===== config.mk =====
export PLATFORM = sky130hd
export DESIGN_NAME = canopen_node_status_config
export DESIGN_NICKNAME = d
export VERILOG_FILES = /design/src/logic/node_status_pkg.sv /design/src/logic/canopen_node_status_config.sv
export VERILOG_INCLUDE_DIRS = /design/src /design/src/logic
export SDC_FILE = /design/constraint.sdc
export NUM_CORES = 1
export LEC_CHECK = 0
export BUFFER_PORTS_ARGS = -buffer_cell sky130_fd_sc_hd__buf_2
export CAP_MARGIN = 15
export CORE_ASPECT_RATIO = 1.4
export CORE_UTILIZATION = 40
export DETAILED_ROUTE_END_ITERATION = 16
export PLACE_DENSITY = 0.76
export SYNTH_ARGS = -nofsm -noshare
export SYNTH_HDL_FRONTEND = slang
export SYNTH_SLANG_ARGS = --single-unit

===== constraint.sdc =====
create_clock -name clk_sys_in -period 1.8 [get_ports clk_sys_in]
set_input_delay 0.18 -clock clk_sys_in [delete_from_list [all_inputs] [get_ports clk_sys_in]]
set_output_delay 0.18 -clock clk_sys_in [all_outputs]
set_load 0.03 [all_outputs]

===== src/logic/node_status_defines.svh =====
`ifndef NODE_STATUS_DEFINES_SVH
`define NODE_STATUS_DEFINES_SVH

// ----------------------------------------------------------------------
// register offsets (byte addresses, one word each)
// ----------------------------------------------------------------------
`define NS_OFS_CTRL      8'h00
`define NS_OFS_STATUS    8'h04
`define NS_OFS_IRQ_STAT  8'h08
`define NS_OFS_IRQ_MASK  8'h0C

// ----------------------------------------------------------------------
// control register fields
// ----------------------------------------------------------------------
`define NS_CTRL_NMT_LSB  0
`define NS_CTRL_NMT_MSB  1
`define NS_CTRL_CFG_BIT  2
`define NS_CTRL_LOST_BIT 3
`define NS_CTRL_RESET    4'h0

// ----------------------------------------------------------------------
// interrupt bits: warning reached, bus-off entered, link to cpu lost
// ----------------------------------------------------------------------
`define NS_IRQ_WARN_BIT  0
`define NS_IRQ_BOFF_BIT  1
`define NS_IRQ_LOST_BIT  2
`define NS_IRQ_RESET     3'h0

// ----------------------------------------------------------------------
// bit rates in kHz and indicator timing
// ----------------------------------------------------------------------
`define NS_RATE_1000     11'h3E8
`define NS_RATE_800      11'h320
`define NS_RATE_500      11'h1F4
`define NS_RATE_250      11'h0FA
`define NS_CLK_MHZ       125
`define NS_BLINK_MS      200
`define NS_BLINK_CYCLES  (`NS_BLINK_MS * 1000 * `NS_CLK_MHZ)
`define NS_SINGLE_PHASES 6
`define NS_DOUBLE_PHASES 8

`endif


===== src/logic/node_status_pkg.sv =====
// ----------------------------------------------------------------------
// shared types
// ----------------------------------------------------------------------
package node_status_pkg;

    // network management state as written by software
    typedef enum logic [1:0] {
        NMT_PREOP,
        NMT_STOPPED,
        NMT_OPERATIONAL,
        NMT_INIT
    } nmt_state_type;

endpackage


===== src/logic/canopen_node_status_config.sv =====
// Our own choices: the placing of the registers and the Avalon-MM register port.
`timescale 1ns/1ps
`default_nettype none
`include "node_status_defines.svh"

// What this block does
// - green indicator blinks intermittently while state is pre-operational
// - green indicator single-flashes while state is stopped
// - green indicator is steadily lit while state is operational
// - red indicator dark when ready, intermittent during configuration stage
// - red indicator single-flashes when an error counter reached warning level
// - red indicator double-flashes when communication with the cpu is lost
// - red indicator steadily lit while controller is bus-off
// - low four address bits come from the sixteen-position rotary switch
// - extension switch gives address bit four, selecting 0-15 or 16-31
// - address switches are taken only at reset
// - address also sets bus priority, lower address means higher priority
// - two rate switches select 1000, 800, 500 or 250 kHz
// - rate switches are taken only at reset
module canopen_node_status_config #(
    parameter int unsigned BLINK_CYCLES = `NS_BLINK_CYCLES
) (
    // clock, reset, enable
    input  wire logic        clk_sys_in,
    input  wire logic        rst_n_in,
    input  wire logic        ce_in,
    // avalon-mm slave
    input  wire logic [7:0]  address_in,
    input  wire logic        read_in,
    input  wire logic        write_in,
    input  wire logic [3:0]  byteenable_in,
    input  wire logic [31:0] writedata_in,
    output logic      [31:0] readdata_out,
    output logic             waitrequest_out,
    // switches
    input  wire logic [3:0]  addr_rotary_in,
    input  wire logic        addr_msb_in,
    input  wire logic [1:0]  bitrate_select_in,
    // can controller status
    input  wire logic        can_err_warn_in,
    input  wire logic        can_bus_off_in,
    // results
    output logic [4:0]       node_addr_out,
    output logic [4:0]       node_priority_out,
    output logic [10:0]      bitrate_khz_out,
    output logic             settings_valid_out,
    output logic             led_run_out,
    output logic             led_err_out,
    output logic             irq_out
);

    localparam int unsigned TICK_W = $clog2(BLINK_CYCLES);

    // ------------------------------------------------------------------
    // switch capture
    // ------------------------------------------------------------------
    logic [4:0]  node_addr_r;
    logic [10:0] rate_r;
    logic        captured_r;
    logic [10:0] rate_nxt;

    // bit 0 is the first rate switch, bit 1 the second
    always_comb
    begin
        unique case (bitrate_select_in)
            2'b11:   rate_nxt = `NS_RATE_1000;
            2'b10:   rate_nxt = `NS_RATE_800;
            2'b01:   rate_nxt = `NS_RATE_500;
            default: rate_nxt = `NS_RATE_250;
        endcase
    end

    // taken once on the first enabled edge after reset release; a flop under
    // async reset may only load a constant, so switches wait for this edge
    always_ff @(posedge clk_sys_in or negedge rst_n_in)
    begin
        if (!rst_n_in)
        begin
            node_addr_r <= 5'h00;
            rate_r      <= `NS_RATE_250;
            captured_r  <= 1'b0;
        end
        else if (ce_in && !captured_r)
        begin
            node_addr_r <= {addr_msb_in, addr_rotary_in};
            rate_r      <= rate_nxt;
            captured_r  <= 1'b1;
        end
    end

    assign node_addr_out      = node_addr_r;
    assign node_priority_out  = 5'h1F - node_addr_r; // larger value wins
    assign bitrate_khz_out    = rate_r;
    assign settings_valid_out = captured_r;

    // ------------------------------------------------------------------
    // blink timebase
    // ------------------------------------------------------------------
    logic [TICK_W-1:0] tick_cnt_r;
    logic              tick;
    logic              blink_r;
    logic [2:0]        single_ph_r;
    logic [2:0]        double_ph_r;

    assign tick = (tick_cnt_r == TICK_W'(BLINK_CYCLES - 1));

    // one tick every 200 ms
    always_ff @(posedge clk_sys_in or negedge rst_n_in)
    begin
        if (!rst_n_in)
            tick_cnt_r <= '0;
        else if (ce_in)
            tick_cnt_r <= tick ? '0 : tick_cnt_r + 1'b1;
    end

    // phases: intermittent toggles each tick, flashes light phase 0 (and 2)
    always_ff @(posedge clk_sys_in or negedge rst_n_in)
    begin
        if (!rst_n_in)
        begin
            blink_r     <= 1'b0;
            single_ph_r <= 3'h0;
            double_ph_r <= 3'h0;
        end
        else if (ce_in && tick)
        begin
            blink_r     <= !blink_r;
            single_ph_r <= (single_ph_r == 3'(`NS_SINGLE_PHASES - 1)) ? 3'h0
                                                                      : single_ph_r + 3'h1;
            double_ph_r <= double_ph_r + 3'h1; // wraps at eight phases
        end
    end

    // ------------------------------------------------------------------
    // register file
    // ------------------------------------------------------------------
    logic [3:0] ctrl_r;
    logic [2:0] irq_stat_r;
    logic [2:0] irq_mask_r;
    logic       ack_r;
    logic [31:0] rdata_r;
    logic       wr_go;
    logic [2:0] irq_evt;
    logic [2:0] irq_clr;
    logic       warn_d_r;
    logic       boff_d_r;
    logic       lost_d_r;
    logic [31:0] rd_mux;
    node_status_pkg::nmt_state_type nmt;

    assign nmt   = node_status_pkg::nmt_state_type'(ctrl_r[`NS_CTRL_NMT_MSB:`NS_CTRL_NMT_LSB]);
    assign wr_go = write_in && ack_r && ce_in && byteenable_in[0];

    // one wait cycle on every access: data is prepared while waiting
    assign waitrequest_out = (read_in || write_in) && !ack_r;

    always_ff @(posedge clk_sys_in or negedge rst_n_in)
    begin
        if (!rst_n_in)
            ack_r <= 1'b0;
        else if (ce_in)
            ack_r <= (read_in || write_in) && !ack_r;
    end

    // unmapped offsets read as zero
    always_comb
    begin
        rd_mux = 32'h0000_0000;
        unique case (address_in)
            `NS_OFS_CTRL:     rd_mux = {28'h0, ctrl_r};
            `NS_OFS_STATUS:   rd_mux = {20'h0_0000, led_err_out, led_run_out, can_bus_off_in,
                                        can_err_warn_in, captured_r, rate_nxt == rate_r,
                                        node_addr_r, captured_r};
            `NS_OFS_IRQ_STAT: rd_mux = {29'h0, irq_stat_r};
            `NS_OFS_IRQ_MASK: rd_mux = {29'h0, irq_mask_r};
            default:          rd_mux = 32'h0000_0000;
        endcase
    end

    always_ff @(posedge clk_sys_in or negedge rst_n_in)
    begin
        if (!rst_n_in)
            rdata_r <= 32'h0000_0000;
        else if (ce_in && read_in && !ack_r)
            rdata_r <= rd_mux;
    end

    assign readdata_out = rdata_r;

    // software sets state, configuration stage and lost-link flag
    always_ff @(posedge clk_sys_in or negedge rst_n_in)
    begin
        if (!rst_n_in)
            ctrl_r <= `NS_CTRL_RESET;
        else if (wr_go && address_in == `NS_OFS_CTRL)
            ctrl_r <= writedata_in[3:0];
    end

    always_ff @(posedge clk_sys_in or negedge rst_n_in)
    begin
        if (!rst_n_in)
            irq_mask_r <= `NS_IRQ_RESET;
        else if (wr_go && address_in == `NS_OFS_IRQ_MASK)
            irq_mask_r <= writedata_in[2:0];
    end

    // edge detect of the fault conditions
    always_ff @(posedge clk_sys_in or negedge rst_n_in)
    begin
        if (!rst_n_in)
        begin
            warn_d_r <= 1'b0;
            boff_d_r <= 1'b0;
            lost_d_r <= 1'b0;
        end
        else if (ce_in)
        begin
            warn_d_r <= can_err_warn_in;
            boff_d_r <= can_bus_off_in;
            lost_d_r <= ctrl_r[`NS_CTRL_LOST_BIT];
        end
    end

    assign irq_evt[`NS_IRQ_WARN_BIT] = can_err_warn_in && !warn_d_r;
    assign irq_evt[`NS_IRQ_BOFF_BIT] = can_bus_off_in && !boff_d_r;
    assign irq_evt[`NS_IRQ_LOST_BIT] = ctrl_r[`NS_CTRL_LOST_BIT] && !lost_d_r;
    assign irq_clr = (wr_go && address_in == `NS_OFS_IRQ_STAT) ? writedata_in[2:0] : 3'h0;

    // write one to clear; a new event in the same cycle wins over the clear
    always_ff @(posedge clk_sys_in or negedge rst_n_in)
    begin
        if (!rst_n_in)
            irq_stat_r <= `NS_IRQ_RESET;
        else if (ce_in)
            irq_stat_r <= (irq_stat_r & ~irq_clr) | irq_evt;
    end

    assign irq_out = |(irq_stat_r & irq_mask_r);

    // ------------------------------------------------------------------
    // indicators
    // ------------------------------------------------------------------
    logic run_nxt;
    logic err_nxt;
    logic single_on;
    logic double_on;
    logic run_r;
    logic err_r;

    assign single_on = (single_ph_r == 3'h0);
    assign double_on = (double_ph_r == 3'h0) || (double_ph_r == 3'h2);

    always_comb
    begin
        unique case (nmt)
            node_status_pkg::NMT_PREOP:       run_nxt = blink_r;
            node_status_pkg::NMT_STOPPED:     run_nxt = single_on;
            node_status_pkg::NMT_OPERATIONAL: run_nxt = 1'b1;
            node_status_pkg::NMT_INIT:        run_nxt = 1'b0;
        endcase
    end

    // worst condition shown: bus-off, lost link, warning, configuring
    always_comb
    begin
        if (can_bus_off_in)
            err_nxt = 1'b1;
        else if (ctrl_r[`NS_CTRL_LOST_BIT])
            err_nxt = double_on;
        else if (can_err_warn_in)
            err_nxt = single_on;
        else if (ctrl_r[`NS_CTRL_CFG_BIT])
            err_nxt = blink_r;
        else
            err_nxt = 1'b0;
    end

    always_ff @(posedge clk_sys_in or negedge rst_n_in)
    begin
        if (!rst_n_in)
        begin
            run_r <= 1'b0;
            err_r <= 1'b0;
        end
        else if (ce_in)
        begin
            run_r <= run_nxt;
            err_r <= err_nxt;
        end
    end

    assign led_run_out = run_r;
    assign led_err_out = err_r;
endmodule

`default_nettype wire


# After elaboration in Yosys (flattened, before gate mapping)
# Index checks and enable logic that the tools add are counted.
# word_totals
reg_bits	97
latchBits	0
mem_bits_rw	0
romBits	0
input_bits	58
output_inout_bits	58
wordCells	75
memories	0
# op_classes
n_addsub	4
mul	0
n_div	0
magnitude_cmp	0
n_eq_ne	13
shifts	0
n_mux	10
bitwise_logic	4
reduce_logical	27
# op_table
cell	count
one-hot mux 12 bit (4 select lines)	1
one-hot mux 10 bit (3 select lines)	1
adder 25 x 1 -> 25 bit (second input constant)	1
equality test 25 bit (second input constant)	1
two-way mux 25 bit	1
equality test 8 x 4 -> 1 bit (second input constant)	2
logical AND 1 bit	14
equality test 10 x 11 -> 1 bit	1
equality test 2 bit (second input constant)	4
equality test 8 x 3 -> 1 bit (second input constant)	1
logical NOT 8 bit	1
adder 3 x 1 -> 3 bit (second input constant)	2
bitwise AND 3 bit	2
logical NOT 1 bit	6
logical NOT 3 bit	2
two-way mux 3 bit	2
subtractor 5 bit (first input constant)	1
equality test 2 x 1 -> 1 bit (second input constant)	2
two-way mux 1 bit	4
one-hot mux 1 bit (4 select lines)	1
equality test 3 x 2 -> 1 bit (second input constant)	1
equality test 3 bit (second input constant)	1
inverter 3 bit	1
OR 3 bit	1
3 further kinds	4

# Depth between registers and ports, before layout
# depth
word_depth	8
mapped_depth	7
ltp_nobuf	6

# Worst setup path before layout
# OpenSTA, ideal clock, no wires.
# synth_timing
kind	reg-to-reg
start	register tick_cnt_r[0]
end	register single_ph_r[1]
setup_ns	0.125
arrival_ns	1.850
required_ns	1.675
slack_ns	-0.174
path_stages_with_launch	7
path_buffers	1
synth_period_minus_slack_ns	1.974
path_cell_list	dfrtp_1 ha_1 nand3_4 or3_1 buf_6 nor3_1 mux2_2
# synth_via
elab_chain_cells	2
# synth_rtl
element	line	rtl
from (decl)	canopen_node_status_config.sv:99	logic [TICK_W-1:0] tick_cnt_r;
from (signal assigned)	canopen_node_status_config.sv:113	tick_cnt_r <= tick ? '0 : tick_cnt_r + 1'b1;
equality test 25 bit	canopen_node_status_config.sv:105	assign tick = (tick_cnt_r == TICK_W'(BLINK_CYCLES - 1));
logical AND 1 bit	canopen_node_status_config.sv:125	else if (ce_in && tick)
to (signal assigned)	canopen_node_status_config.sv:128	single_ph_r <= (single_ph_r == 3'(`NS_SINGLE_PHASES - 1)) ? 3'h0
to (decl)	canopen_node_status_config.sv:102	logic [2:0] single_ph_r;
# Every way passes these cells.
# A chain may end at the register's enable or synchronous reset.

# Final worst setup path
# layout_timing
start	register tick_cnt_r[0]
end	register single_ph_r[2]
# The elaborated chain is that of the path after synthesis.

==> impl_metrics.csv <==
group,metric,value,unit
place,numPortBuffers,61,
die,initial_utilization,41.6,%
grt,grt_util_all_layers,18.4,%
min_path,worstHoldStart,"addr_rotary_in[2]",
synthesis,synth_seq_cells,73,
die,io_pins,116,
worst_setup_path,critPathTopFamily,"simple AND/OR/NAND/NOR gates",
worst_setup_path,crit_slowest_cell,"or3_4",
pwr,pwr-share-seq,39.4,%
pwr,combPwrFrac,18.2,%
pwr,p_int,3.53,mW
clocking,cts-buffers-inserted,9,
worst_setup_path,crit_required,2.02,ns
worst_setup_path,critical-path-max-stage-delay,0.38,ns
worst_setup_path,cp.arrival,2.00,ns
grt,grt_start_max_net_pins,74,
place,placed_cell_area,0.00436,mm²
min_path,min_path_cells,2,
pwr,pwr-share-clk,42.4,%
layout,layout-drive-gt1-share,36.1,%
timing,max_slew_margin,64.1,%
worst_setup_path,crit_buf_inv,1,
timing,setup_viol,0,
timing,rsz0062_at_grt,"yes",
timing,maxClockFrequency,0.561,GHz
worst_setup_path,start_kind,"register",
pwr,netSwitchingPower,1.32,mW
clocking,clk-insertion-delay-late,0.33,ns
layout,final_util,52.5,%
synthesis,synthFlopType,"dfrtp_1",
synthesis,yosysWarnings,0,
layout,design_area,0.00479,mm²
drt,vias,2934,
timing,clock_skew,0.00566,ns
worst_setup_path,worst_setup_path_end_kind,"register",
layout,ff_latch_area,0.00184,mm²
timing,hold_slack,0.0754,ns
die,std_cell_rows,41,
synthesis,synthArstFlopShare,100,%
synthesis,synthCells,353,
pwr,power,4.85,mW
drt,ant_nets,0,
grt,grt-ovfl-total,0,
clocking,cts-root-buf,"clkbuf_16",
drt,drc_errors,4,
worst_setup_path,cp.depth,6,
timing,tightest_slew,0.538,ns
synthesis,synth_edf_count,0,
place,gp_congestion,0.841,
grt,grt_pass1_vias,3050,
layout,num-fill-cells,769,
clocking,cts_tree,"built",
layout,syn_to_final_growth,26.2,%
die,die_area,0.00990,mm²
place,dp_hpwl,6160,µm
pwr,power.leakage,2.34,nW
grt,grt_pass1_wl,14300,µm
worst_setup_path,r2r_start,"tick_cnt_r[0]$_DFFE_PN0P_",
drt,via_per_inst,5.26,
run_status,violations,"DRC",
clocking,clkTransAtPathRegs,0.06,ns
clocking,clkSinkCount,73,
synthesis,ys_seq_area_share,48.2,%
clocking,cts_max_level,3,
layout,multi_input_area,0.00179,mm²
worst_setup_path,cp_max_fo,5,
run_status,status,"finished, violations left",
pwr,power_switching_share,27.2,%
drt,drt_pass1_iterations,10,
timing,period_needed,1.78,ns
grt,antenna_found_initial,0,
job,drv_cap,0,
layout,nNetsFinal,511,
synthesis,synth.distinct_cells,54,
timing,hold_violations,0,
place,detailedPlace.worstSlack,-0.0706,ns
min_path,min_to,"node_addr_out[2]$_DFFE_PN0P_",
pwr,vdd_drop_max,554,µV
synthesis,synth_area_per_cell,10.8,µm²
timing,fin_crit_sh,99.0,%
clocking,cts_buffer_depth,2,
worst_setup_path,rr_endpoint,"single_ph_r[2]$_DFFE_PN0P_",
worst_setup_path,path_class,"reg2reg",
worst_setup_path,reg2reg_setup_slack,0.02,ns
timing,slew_violations,0,
drt,finalWirelength,8480,µm
pwr,powerDensity,1010,mW/mm²
drt,drt-wirelength-per-cell,15.2,µm
worst_setup_path,r2r_cells,6,
worst_setup_path,crit_chain,"ha_2, nand3_4, or3_4, buf_6, nor3_4, mux2_2",
timing,fin_ws,0.0183,ns
die,die_w,84.4,µm
layout,antennaDiodeCount,0,
min_path,hold_class,"in2reg",
drt,drtIter0Drc,180,
synthesis,synthesis.area,0.00380,mm²
die,coreArea,0.00913,mm²
die,dieHeight,117,µm
==> layer usage <==
layer / vias up / global-route usage [%] / part of all wire (%)
met5: - / 0 / 0
met4: 0 / 9.43 / 2.4
met3: 19 / 4.01 / 4.3
met2: 101 / 32.8 / 53
met1: 1427 / 20.3 / 40
li1: 1387 / - / -
==> logic make-up (layout without fill, tap and decap cells) <==
| family | Yosys count | in the layout | share of synthesized area (%) |
|---|---|---|---|
| adder cells (fa/ha/maj) | 7 | 7 | 2.30 |
| XOR/XNOR | 23 | 23 | 5.30 |
| multiplexers | 23 | 23 | 7.64 |
| AO/OA/AOI/OAI | 48 | 48 | 8.53 |
| AND/OR/NAND/NOR | 116 | 116 | 18.9 |
| flip-flops | 73 | 73 | 48.2 |
| other | 2 | 23 | 0.198 |
| buffers and inverters | 61 | 138 | 8.89 |
==> flip-flops by register name (all words and copies together), names as in the netlist, 3 cells and up <==
register         flops
ctrl_r               4
irq_mask_r           3
irq_stat_r           3
double_ph_r          3
tick_cnt_r          25
node_addr_out        5
single_ph_r          3
bitrate_khz_out      7
readdata_out        12
==> final cells by class <==
type | instances | share of cell area (%)
Clock buffer | 11 | 5.06
Clock inverter | 5 | 2.14
Inverter | 25 | 1.96
Multi-Input combinational cell | 240 | 37.3
Sequential cell | 73 | 38.3
Tap cell | 107 | 2.79
Timing Repair Buffer | 97 | 12.4
==> worst reg2reg max path: stages (launching register included) <==
cell and delay [ns]:
dfrtp_1 0.37, ha_2 0.22, nand3_4 0.07, or3_4 0.38, buf_6 0.14, nor3_4 0.13, mux2_2 0.35
==> power by group through the flow <==
stage               Sequential (mW)  Clock [mW]  Combinational (mW)
floorplan                      2.01           0               0.469
global placement               1.92           0               0.799
detailed placement             1.93           0               0.832
CTS                            1.90        2.09               0.839
global route                   1.93        2.15               0.962
finish                         1.91        2.06               0.882
==> cell usage after synthesis, types with 4 or more instances <==
cell type	n	area [µm²]
nor3_1	8	40.0
clkbuf_1	7	26.3
dfrtp_1	69	1730
xor2_1	8	70.1
or4_1	4	30.0
xnor2_1	15	131
nand3_1	10	50.1
nor2_1	23	86.3
nand2_1	24	90.1
buf_4	24	180
a21oi_1	7	35.0
mux2_2	18	203
nor4_1	6	37.5
inv_1	25	93.8
ha_1	7	87.6
o21ai_0	17	85.1
a22o_1	8	70.1
nand4_1	8	50.1
dfstp_2	4	105
==> per-stage QoR <==
stage	setup TNS (ns)	cells
finish	0	558
global route	-0.0696	558
CTS	0	556
detailed placement	-0.404	538
global placement	-0.113	538
floorplan	-0.106	374
==> cell usage in the layout, fill, tap and decap left out, types with 9 or more instances in the layout <==
| cell type | instances |
|---|---|
| nor2_1 | 23 |
| nand3_1 | 9 |
| mux2_2 | 17 |
| inv_1 | 25 |
| nand2_1 | 24 |
| buf_4 | 31 |
| xnor2_1 | 15 |
| clkbuf_16 | 9 |
| dfrtp_1 | 64 |
| o21ai_0 | 16 |
| conb_1 | 23 |
| buf_2 | 62 |
==> worst max path at each step <==
stage,from,to,slack (ns)
2_1_floorplan,tick_cnt_r[0]$_DFFE_PN0P_,single_ph_r[1]$_DFFE_PN0P_,-0.05
3_3_place_gp,address_in[1],irq_mask_r[1]$_DFFE_PN0P_,-0.04
3_5_place_dp,address_in[1],irq_mask_r[2]$_DFFE_PN0P_,-0.07
4_1_cts,tick_cnt_r[5]$_DFFE_PN0P_,tick_cnt_r[21]$_DFFE_PN0P_,0.008
5_1_grt,tick_cnt_r[0]$_DFFE_PN0P_,single_ph_r[2]$_DFFE_PN0P_,-0.03
6_report,tick_cnt_r[0]$_DFFE_PN0P_,single_ph_r[2]$_DFFE_PN0P_,0.02
==> repair_timing <==
| action | 4_1_cts | 5_1_grt |
|---|---|---|
| gates resized for setup | 2 | 15 |
| cloned | 1 | 0 |
| setup buffers | 0 | 2 |
| endpoints found under the hold margin | 69 | 0 |
| hold buffers | 1 | 0 |
| pin swaps | 2 | 2 |
| setup endpoints to repair | 2 | 7 |
Note: power is estimated with default switching activity, not from simulation.
